File: config.mk
export PLATFORM = sky130hd
export DESIGN_NAME = pmlf_port_mode
export DESIGN_NICKNAME = d
export VERILOG_FILES = /design/src/common/pmlf_pkg.sv /design/src/logic/pmlf_port_mode.sv
export SDC_FILE = /design/constraint.sdc
export NUM_CORES = 1
export LEC_CHECK = 0
export BUFFER_PORTS_ARGS = -buffer_cell sky130_fd_sc_hd__buf_2
export CAP_MARGIN = 30
export CELL_PAD_IN_SITES_DETAIL_PLACEMENT = 0
export CELL_PAD_IN_SITES_GLOBAL_PLACEMENT = 2
export CORE_MARGIN = 2
export CORE_UTILIZATION = 29
export CTS_BUF_LIST = sky130_fd_sc_hd__clkbuf_4
export DETAILED_ROUTE_END_ITERATION = 12
export PLACE_DENSITY_LB_ADDON = 0.1
export SETUP_SLACK_MARGIN = 0.2
export SLEW_MARGIN = 30
export SYNTH_ARGS = -nofsm -noshare
export SYNTH_HDL_FRONTEND = slang
export SYNTH_SLANG_ARGS = --single-unit
File: constraint.sdc
create_clock -name sys_clk_i -period 1.6 [get_ports sys_clk_i]
set_input_delay 0.08 -clock sys_clk_i [delete_from_list [all_inputs] [get_ports sys_clk_i]]
set_output_delay 0.08 -clock sys_clk_i [all_outputs]
set_load 0.1 [all_outputs]
File: src/common/pmlf_pkg.sv
package pmlf_pkg;

  // cpu port byte addresses of the mode register
  localparam logic [7:0]  PMLF_ADDR_LO     = 8'h24;  // low byte, or whole word in 16-bit mode
  localparam logic [7:0]  PMLF_ADDR_HI     = 8'h25;  // high byte in 8-bit mode

  // field positions inside the mode register
  localparam int          PMLF_BIT_PS_OFF  = 9;      // status_append_disable
  localparam int          PMLF_BIT_ORDER   = 8;      // byte_order_select
  localparam int          PMLF_BIT_LOCK    = 7;      // lock_reference_enable
  localparam int          PMLF_BIT_COMMA   = 6;      // comma_detect_force
  localparam int          PMLF_BIT_LOOP    = 5;      // internal_loopback
  localparam int          PMLF_BIT_WIDTH   = 2;      // cpu_width_select
  localparam int          PMLF_BIT_OVR     = 1;      // detect_override
  localparam int          PMLF_BIT_PCS     = 0;      // coding_sublayer_phy_mode

  // value after reset and mask of implemented bits
  localparam logic [15:0] PMLF_MODE_RESET  = 16'h0000;
  localparam logic [15:0] PMLF_MODE_MASK   = 16'h03e7;

  // synchroniser depth for pin inputs
  localparam int          PMLF_SYNC_STAGES = 2;

  // one beat of packet data on the internal paths
  typedef struct packed {
    logic        valid;  // beat present this cycle
    logic        last;   // final data beat of the packet
    logic [31:0] data;   // packet bytes, byte 0 in bits 7:0
  } pmlf_beat_s;

  // one access on the packet bus
  typedef struct packed {
    logic        valid;   // access present this cycle
    logic        status;  // access carries the receive status word
    logic [31:0] data;    // bus data
  } pmlf_bus_s;

  // cpu port request as seen at the pins
  typedef struct packed {
    logic        cs;     // chip select, high active
    logic        wr;     // write strobe, high active
    logic        rd;     // read strobe, high active
    logic [7:0]  addr;   // byte address
    logic [15:0] wdata;  // write data
  } pmlf_cpu_s;

endpackage : pmlf_pkg

File: src/logic/pmlf_port_mode.sv
`timescale 1ns/1ps
// Notes on behaviour
// - status_append_disable set: no status word appended
// - clear: status follows last data beat
// - byte_order_select: 1 big endian, 0 little
// - lock_reference_enable: lock output when idle line, pcs mode
// - comma_detect_force: comma enable always on in pcs mode
// - otherwise comma enable only when sync lost
// - loopback: tx to rx, line muted, rejected
// - cpu_width_select: 16-bit or low 8-bit bus
// - detect_override forces signal detect high, pcs
// - pcs mode bit selects phy interface type
module pmlf_port_mode (
  input  wire logic                sys_clk_i,         // device clock, 25 MHz
  input  wire logic                rst_n_i,           // synchronous reset, active low
  input  wire pmlf_pkg::pmlf_cpu_s cpu_req_i,         // cpu port pins, asynchronous
  output logic [15:0]              cpu_rdata_o,       // cpu read data
  output logic                     cpu_rdata_oe_o,    // high while driving cpu data pins
  input  wire logic                line_signal_detect_in_i, // signal detect pin from phy
  input  wire logic                sync_lost_i,       // receive sync lost, from phy pin
  output logic                     lock_ref_o,        // lock to reference, to phy
  output logic                     comma_enable_o,    // comma detect enable, to phy
  output logic                     pcs_mode_o,        // phy interface type in use
  output logic                     cpu_wide_o,        // cpu bus is 16 bits
  input  wire pmlf_pkg::pmlf_beat_s tx_beat_i,        // transmit data toward line
  output pmlf_pkg::pmlf_beat_s     line_tx_o,         // data sent to the line
  input  wire pmlf_pkg::pmlf_beat_s line_rx_i,        // data received from the line
  input  wire logic [31:0]         rx_status_i,       // status word, valid with last beat
  output pmlf_pkg::pmlf_bus_s      pkt_bus_o          // packet bus access
);
  import pmlf_pkg::*;

  // synchroniser chains for pin inputs
  pmlf_cpu_s   cpu_s1_q, cpu_s2_q, cpu_s3_q;   // s1 read only by s2
  logic        sd_s1_q, sd_s2_q;               // signal detect chain
  logic        sl_s1_q, sl_s2_q;               // sync lost chain

  // pin synchronisers, no logic between stages
  always_ff @(posedge sys_clk_i) begin
    if (!rst_n_i) begin
      cpu_s1_q <= '0;
      cpu_s2_q <= '0;
      cpu_s3_q <= '0;
      sd_s1_q  <= 1'b0;
      sd_s2_q  <= 1'b0;
      sl_s1_q  <= 1'b0;
      sl_s2_q  <= 1'b0;
    end else begin
      cpu_s1_q <= cpu_req_i;
      cpu_s2_q <= cpu_s1_q;
      cpu_s3_q <= cpu_s2_q;  // previous value for strobe edges
      sd_s1_q  <= line_signal_detect_in_i;
      sd_s2_q  <= sd_s1_q;
      sl_s1_q  <= sync_lost_i;
      sl_s2_q  <= sl_s1_q;
    end
  end

  // mode register and read path state
  logic [15:0] mode_q, mode_d;          // port_working_mode
  logic [15:0] rdata_q, rdata_d;        // registered read data
  logic        rd_oe_q, rd_oe_d;        // read drive enable
  logic        wr_evt, rd_evt;          // one-cycle strobe edges
  logic        hit_lo, hit_hi;          // address decode
  logic        wide;                    // current cpu width

  // strobe edges are taken on the synchronised copies only
  assign wr_evt = cpu_s2_q.cs && cpu_s2_q.wr && !(cpu_s3_q.cs && cpu_s3_q.wr);
  assign rd_evt = cpu_s2_q.cs && cpu_s2_q.rd && !(cpu_s3_q.cs && cpu_s3_q.rd);
  assign hit_lo = (cpu_s2_q.addr == PMLF_ADDR_LO);
  assign hit_hi = (cpu_s2_q.addr == PMLF_ADDR_HI);
  assign wide   = mode_q[PMLF_BIT_WIDTH];

  // register write and read decode
  always_comb begin
    mode_d  = mode_q;
    rdata_d = rdata_q;
    rd_oe_d = cpu_s2_q.cs && cpu_s2_q.rd;  // drive only while read is held
    if (wr_evt) begin
      if (wide && hit_lo) begin
        mode_d = cpu_s2_q.wdata & PMLF_MODE_MASK;
      end else if (!wide && hit_lo) begin
        // narrow bus: only data lines 7:0 carry the byte
        mode_d[7:0] = cpu_s2_q.wdata[7:0] & PMLF_MODE_MASK[7:0];
      end else if (!wide && hit_hi) begin
        mode_d[15:8] = cpu_s2_q.wdata[7:0] & PMLF_MODE_MASK[15:8];
      end
    end
    if (rd_evt) begin
      // unmapped addresses read as zero
      rdata_d = 16'h0000;
      if (hit_lo && wide) begin
        rdata_d = mode_q;
      end else if (hit_lo) begin
        rdata_d = {8'h00, mode_q[7:0]};
      end else if (hit_hi && !wide) begin
        rdata_d = {8'h00, mode_q[15:8]};
      end
    end
  end

  // register stage for the cpu port
  always_ff @(posedge sys_clk_i) begin
    if (!rst_n_i) begin
      mode_q  <= PMLF_MODE_RESET;
      rdata_q <= 16'h0000;
      rd_oe_q <= 1'b0;
    end else begin
      mode_q  <= mode_d;
      rdata_q <= rdata_d;
      rd_oe_q <= rd_oe_d;
    end
  end

  // a width change takes effect on the access after the write
  assign cpu_rdata_o    = rdata_q;
  assign cpu_rdata_oe_o = rd_oe_q;
  assign cpu_wide_o     = wide;

  // mode fields in use
  logic pcs, sd_eff;
  assign pcs        = mode_q[PMLF_BIT_PCS];
  assign pcs_mode_o = pcs;

  // override only has meaning on the coding sublayer interface
  assign sd_eff = sd_s2_q || (pcs && mode_q[PMLF_BIT_OVR]);

  // phy control outputs; held low with a gmii phy
  logic lock_d, lock_q, comma_d, comma_q;
  always_comb begin
    lock_d  = pcs && mode_q[PMLF_BIT_LOCK] && !sd_eff;
    comma_d = pcs && (mode_q[PMLF_BIT_COMMA] || sl_s2_q);
  end

  // phy control outputs are registered
  always_ff @(posedge sys_clk_i) begin
    if (!rst_n_i) begin
      lock_q  <= 1'b0;
      comma_q <= 1'b0;
    end else begin
      lock_q  <= lock_d;
      comma_q <= comma_d;
    end
  end

  assign lock_ref_o     = lock_q;
  assign comma_enable_o = comma_q;

  // byte order swap, used on data beats
  function automatic logic [31:0] pmlf_order(input logic [31:0] d, input logic big);
    pmlf_order = big ? {d[7:0], d[15:8], d[23:16], d[31:24]} : d;
  endfunction : pmlf_order

  // loopback path and receive source select
  pmlf_beat_s  rx_src;                  // beat entering the unloader
  pmlf_beat_s  ltx_q, ltx_d;            // line transmit register
  logic        loop;

  assign loop = mode_q[PMLF_BIT_LOOP];

  // in loopback the line gets nothing and its packets are dropped
  always_comb begin
    rx_src = loop ? tx_beat_i : line_rx_i;
    ltx_d  = loop ? '0 : tx_beat_i;
  end

  // line transmit register
  always_ff @(posedge sys_clk_i) begin
    if (!rst_n_i) begin
      ltx_q <= '0;
    end else begin
      ltx_q <= ltx_d;
    end
  end

  assign line_tx_o = ltx_q;

  // unloader: data beats, then the status access when enabled
  pmlf_bus_s   bus_q, bus_d;
  logic        st_pend_q, st_pend_d;    // status owed next access
  logic [31:0] st_q, st_d;              // captured status word

  // a new beat in the status slot would clash; the rx fifo
  // upstream leaves one idle cycle after each last beat
  always_comb begin
    bus_d     = '0;
    st_pend_d = 1'b0;
    st_d      = st_q;
    if (st_pend_q) begin
      bus_d.valid  = 1'b1;
      bus_d.status = 1'b1;
      bus_d.data   = st_q;  // status word is not byte swapped
    end else if (rx_src.valid) begin
      bus_d.valid = 1'b1;
      bus_d.data  = pmlf_order(rx_src.data, mode_q[PMLF_BIT_ORDER]);
      if (rx_src.last && !mode_q[PMLF_BIT_PS_OFF]) begin
        st_pend_d = 1'b1;
        st_d      = rx_status_i;
      end
    end
  end

  // unloader registers
  always_ff @(posedge sys_clk_i) begin
    if (!rst_n_i) begin
      bus_q     <= '0;
      st_pend_q <= 1'b0;
      st_q      <= 32'h0000_0000;
    end else begin
      bus_q     <= bus_d;
      st_pend_q <= st_pend_d;
      st_q      <= st_d;
    end
  end

  assign pkt_bus_o = bus_q;

endmodule : pmlf_port_mode

==> impl_results.rst <==
.. list-table::
   :header-rows: 1

   * - Metric
     - Value
   * - Classification of the worst setup path
     - reg2reg
   * - Synthesized-area fraction occupied by xor and xnor cells
     - 0.150%
   * - Clk pin slew, worst setup/hold paths
     - 170 ps
   * - Longest Clk Path Bufs
     - 2
   * - Worst Setup End Kind
     - register
   * - Final number of setup-violating endpoints
     - 1
   * - Number of hold violations in the final report
     - 0
   * - Count of boundary I/O pins
     - 220
   * - Number of enable flip-flop cells after synthesis
     - 0
   * - Full die area
     - roughly 21000 µm²
   * - TritonCTS clock tree
     - built
   * - Antenna Nets Post-Route
     - 0
   * - Endpoint of the worst-slack reg-to-reg timing path
     - pkt_bus_o[1]$_SDFF_PN0_
   * - GP Congestion
     - 0.799
   * - CP Capture Point
     - pkt_bus_o[1]$_SDFF_PN0_
   * - Share of synthesized cell area in and, or, nand and nor gates
     - 21.2%
   * - Multiplexer share of the synthesized area
     - under 10%
   * - Overall overflow remaining after global route
     - 0
   * - Crit path max fanout
     - 8
   * - Library cell with the largest summed area after synthesis
     - sky130_fd_sc_hd__dfxtp_1
   * - Crit path time final
     - 1620 ps
   * - Achievable Freq
     - 0.618 GHz
   * - Unrepaired setup endpoints after global routing
     - yes
   * - Clock Latency Late Sink
     - 560 ps
   * - Arrival time at the worst endpoint
     - around 2100 ps
   * - Inserted Clock Buffers
     - 17
   * - Reg2Reg Setup Slack
     - -20 ps
   * - Top post-synthesis cells by count
     - 165 x sky130_fd_sc_hd__dfxtp_1, 101 x sky130_fd_sc_hd__nand2_1, 79 x sky130_fd_sc_hd__and2_1, 76 x sky130_fd_sc_hd__o21ai_0, 33 x sky130_fd_sc_hd__nand3_1
   * - Clock tree sinks
     - about 170
   * - Top cell type's share of synthesized area
     - 56.7%
   * - Final nets
     - roughly 1.1k
   * - Warnings from Yosys
     - 0
   * - Worst VDD drop
     - 0.427 mV
   * - Startpoint of the most critical setup path
     - mode_q[5]$_SDFFE_PN0P_
   * - Standard cell with the maximum stage delay on the critical path
     - sky130_fd_sc_hd__or3_4
   * - Length of the first detailed-routing pass in iterations
     - 4
   * - Number of rows created at floorplan
     - 51
   * - Largest net degree at the start of global routing
     - 107
   * - Half-perimeter wire length of the detailed placement result
     - between 10000 and 15000 µm
   * - Worst reg2reg startpoint
     - mode_q[5]$_SDFFE_PN0P_
   * - Via count
     - between 5k and 6k
   * - Initial Util
     - 29.7%
   * - Number of DRC violations after detailed routing
     - 0
   * - H-tree lvl count
     - 4
   * - Drt total wl
     - 19900 µm
   * - Post-route clock period utilization
     - 101%
   * - Worst Reg-to-Reg Cells
     - 5
   * - Root Buffer Master
     - sky130_fd_sc_hd__clkbuf_4
   * - Count of routing violations after the opening detailed-route iteration
     - 228
   * - Synthesized-area fraction occupied by adder cells
     - 0%
   * - Antenna violations before repair
     - 2
   * - Setup TNS
     - -17.1 ps
   * - Startpoint type of the worst setup path
     - register
   * - Max-cap violations
     - 0
   * - Share of synthesized flip-flops with an asynchronous set or reset
     - 0%
   * - Number of global-route vias before repair
     - 5208
   * - Required @ worst endpoint
     - 2100 ps
   * - Number of library cell types mapped by synthesis
     - 31
   * - Worst stage delay on the critical path
     - 490 ps
   * - Class of the tightest hold or removal check
     - in2reg
   * - Post-synthesis sequential area ratio
     - 56.7%
   * - Result of the run
     - complete, but fails checks
   * - Post-synthesis instance total
     - about 620
   * - Top FF cell, synth
     - sky130_fd_sc_hd__dfxtp_1
   * - Die X-Extent
     - 146 µm
   * - Max-slew violation total from the final report
     - 0
   * - Largest family of logic cells by synthesized area
     - simple AND/OR/NAND/NOR gates
   * - First-pass GRT wire length
     - 28400 µm
   * - Global-route usage over all layers
     - 17.1%
   * - Ratio of total power to cell area
     - 885 nW/µm²
   * - Library cell with the highest instance count after synthesis
     - sky130_fd_sc_hd__dfxtp_1
   * - Floorplan core area
     - 19600 µm²
   * - Post-Synthesis Cell Area
     - around 5800 µm²
   * - Min setup slack post-route
     - -17.1 ps
   * - Die height
     - about 150 µm
   * - Total of flip-flops plus latches after synthesis
     - 165
   * - Share of layout cells above drive strength 1
     - 40.4%
   * - Failing checks
     - setup timing
   * - Leakage power total
     - ~4 nW
   * - Post-synthesis compound-gate area fraction
     - 9.50%
   * - Ranking of synthesized cells by area
     - sky130_fd_sc_hd__dfxtp_1 57%, sky130_fd_sc_hd__and2_1 8.5%, sky130_fd_sc_hd__o21ai_0 6.5%
   * - Worst clock skew
     - 14.7 ps
   * - Layout-stage area growth over the synthesis result
     - 68.5%
   * - Final total power
     - between 8 and 9 mW
   * - Syn Area/Cell
     - roughly 9.4 µm²
   * - Via-to-Cell Ratio
     - between 4 and 5
   * - CP Cell Sequence
     - buf_6 > mux2i_4 > or3_4 > clkbuf_16 > o21ai_4
   * - Post-DR wirelength/cell
     - about 16 µm
   * - Port Buffers
     - between 200 and 250
## what timing repair did
item                                    in CTS  in global routing
buffers inserted                             4                  6
hold endpoints to repair                   127                  0
hold buffers                               122                  0
endpoints found under the setup margin     158                 87
pin swaps                                    8                 59
gates resized for setup                    149                122
cloned                                       2                  8
## power by group
group	internal, mW	switching, mW	leakage, nW
Clock	0.737	1.77	0.161
Sequential	4.28	0.0656	1.36
Combinational	0.650	1.17	2.55
## metal layers
layer  track usage (%)  up-vias  wire length [µm]
met4              3.97        2               167
met1              23.6     2508              9630
met2              26.9      174              9090
met3              4.45       15              1020
met5                 0        -                13
li1                  -     2717                 -
## flip-flops by register name (all words and copies together), names as in the netlist
signal / count
lock_ref_o: 1
cpu_s2_q: 19
st_q: 32
sl_s2_q: 1
cpu_rdata_oe_o: 1
pkt_bus_o: 34
cpu_rdata_o: 8
sd_s1_q: 1
st_pend_q: 1
cpu_s3_q: 3
sl_s1_q: 1
comma_enable_o: 1
sd_s2_q: 1
mode_q: 8
line_tx_o: 34
cpu_s1_q: 19
## cell type report
| cell class | count | area [µm²] |
|---|---|---|
| timing repair buffer | 362 | 3020 |
| inverter | 2 | 7.51 |
| clock buffer | 17 | 128 |
| tap | 265 | 332 |
| fill | 1858 | 9780 |
| clock inverter | 15 | 176 |
| sequential | 165 | 3320 |
| antenna | 1 | 2.50 |
| multi-input combinational | 410 | 2830 |
## placed cells by master (no fill, tap or decap), drive strengths merged
cell type,instances
nor2,22
conb,8
nor2b,3
a31oi,1
mux2i,28
and2,79
o21ai,82
nor4,1
buf,235
nand4,1
nor3,1
nand3,33
diode,1
a22o,5
clkbuf,22
or3,2
a21oi,17
mux2,18
and3,1
inv,9
nor3b,2
xnor2,1
clkinv,8
nand2,101
nand4b,1
dlygate4sd3,122
nor4b,2
dfxtp,165
a21o,1
## logic make-up after synthesis
kind of cell,after synthesis
AOI/OAI and AO/OA,106
xor gates and xnor gates,1
buffers and inverters,51
DFF,165
muxes,46
other,1
and+or+nand+nor,249
## critical path, delay by kind of cell, from the launching register on
| kind | cells | cell delay, ps |
|---|---|---|
| flops | 1 | 380 |
| buf+inv | 2 | 350 |
| mux | 1 | 200 |
| compound gates | 1 | 140 |
| simple gates | 1 | 490 |
## worst min path at each step
stage / startpoint / to / slack (ps) / cells after the start
2_1_floorplan: tx_beat_i[0] / line_tx_o[0]$_SDFF_PP0_ / 200 / 1
3_3_place_gp: cpu_req_i[22] / cpu_s1_q[22]$_SDFF_PN0_ / 290 / 2
3_5_place_dp: cpu_req_i[21] / cpu_s1_q[21]$_SDFF_PN0_ / 290 / 2
4_1_cts: cpu_req_i[21] / cpu_s1_q[21]$_SDFF_PN0_ / 170 / 3
5_1_grt: cpu_req_i[21] / cpu_s1_q[21]$_SDFF_PN0_ / 180 / 3
6_report: cpu_req_i[21] / cpu_s1_q[21]$_SDFF_PN0_ / 230 / 3
## through the flow
stage	utilization, %	setup slack, ps	hold slack [ps]	area, µm²	cells
2_1_floorplan	-	140	202	5920	626
3_3_place_gp	36.9	-128	285	7230	1062
3_5_place_dp	36.9	-141	288	7230	1062
4_1_cts	47.1	52.0	170	9230	1222
5_1_grt	50.1	-35.5	177	9810	1237
6_report	50.1	-17.1	228	9810	1237
Power figures use the tool's default switching activity.
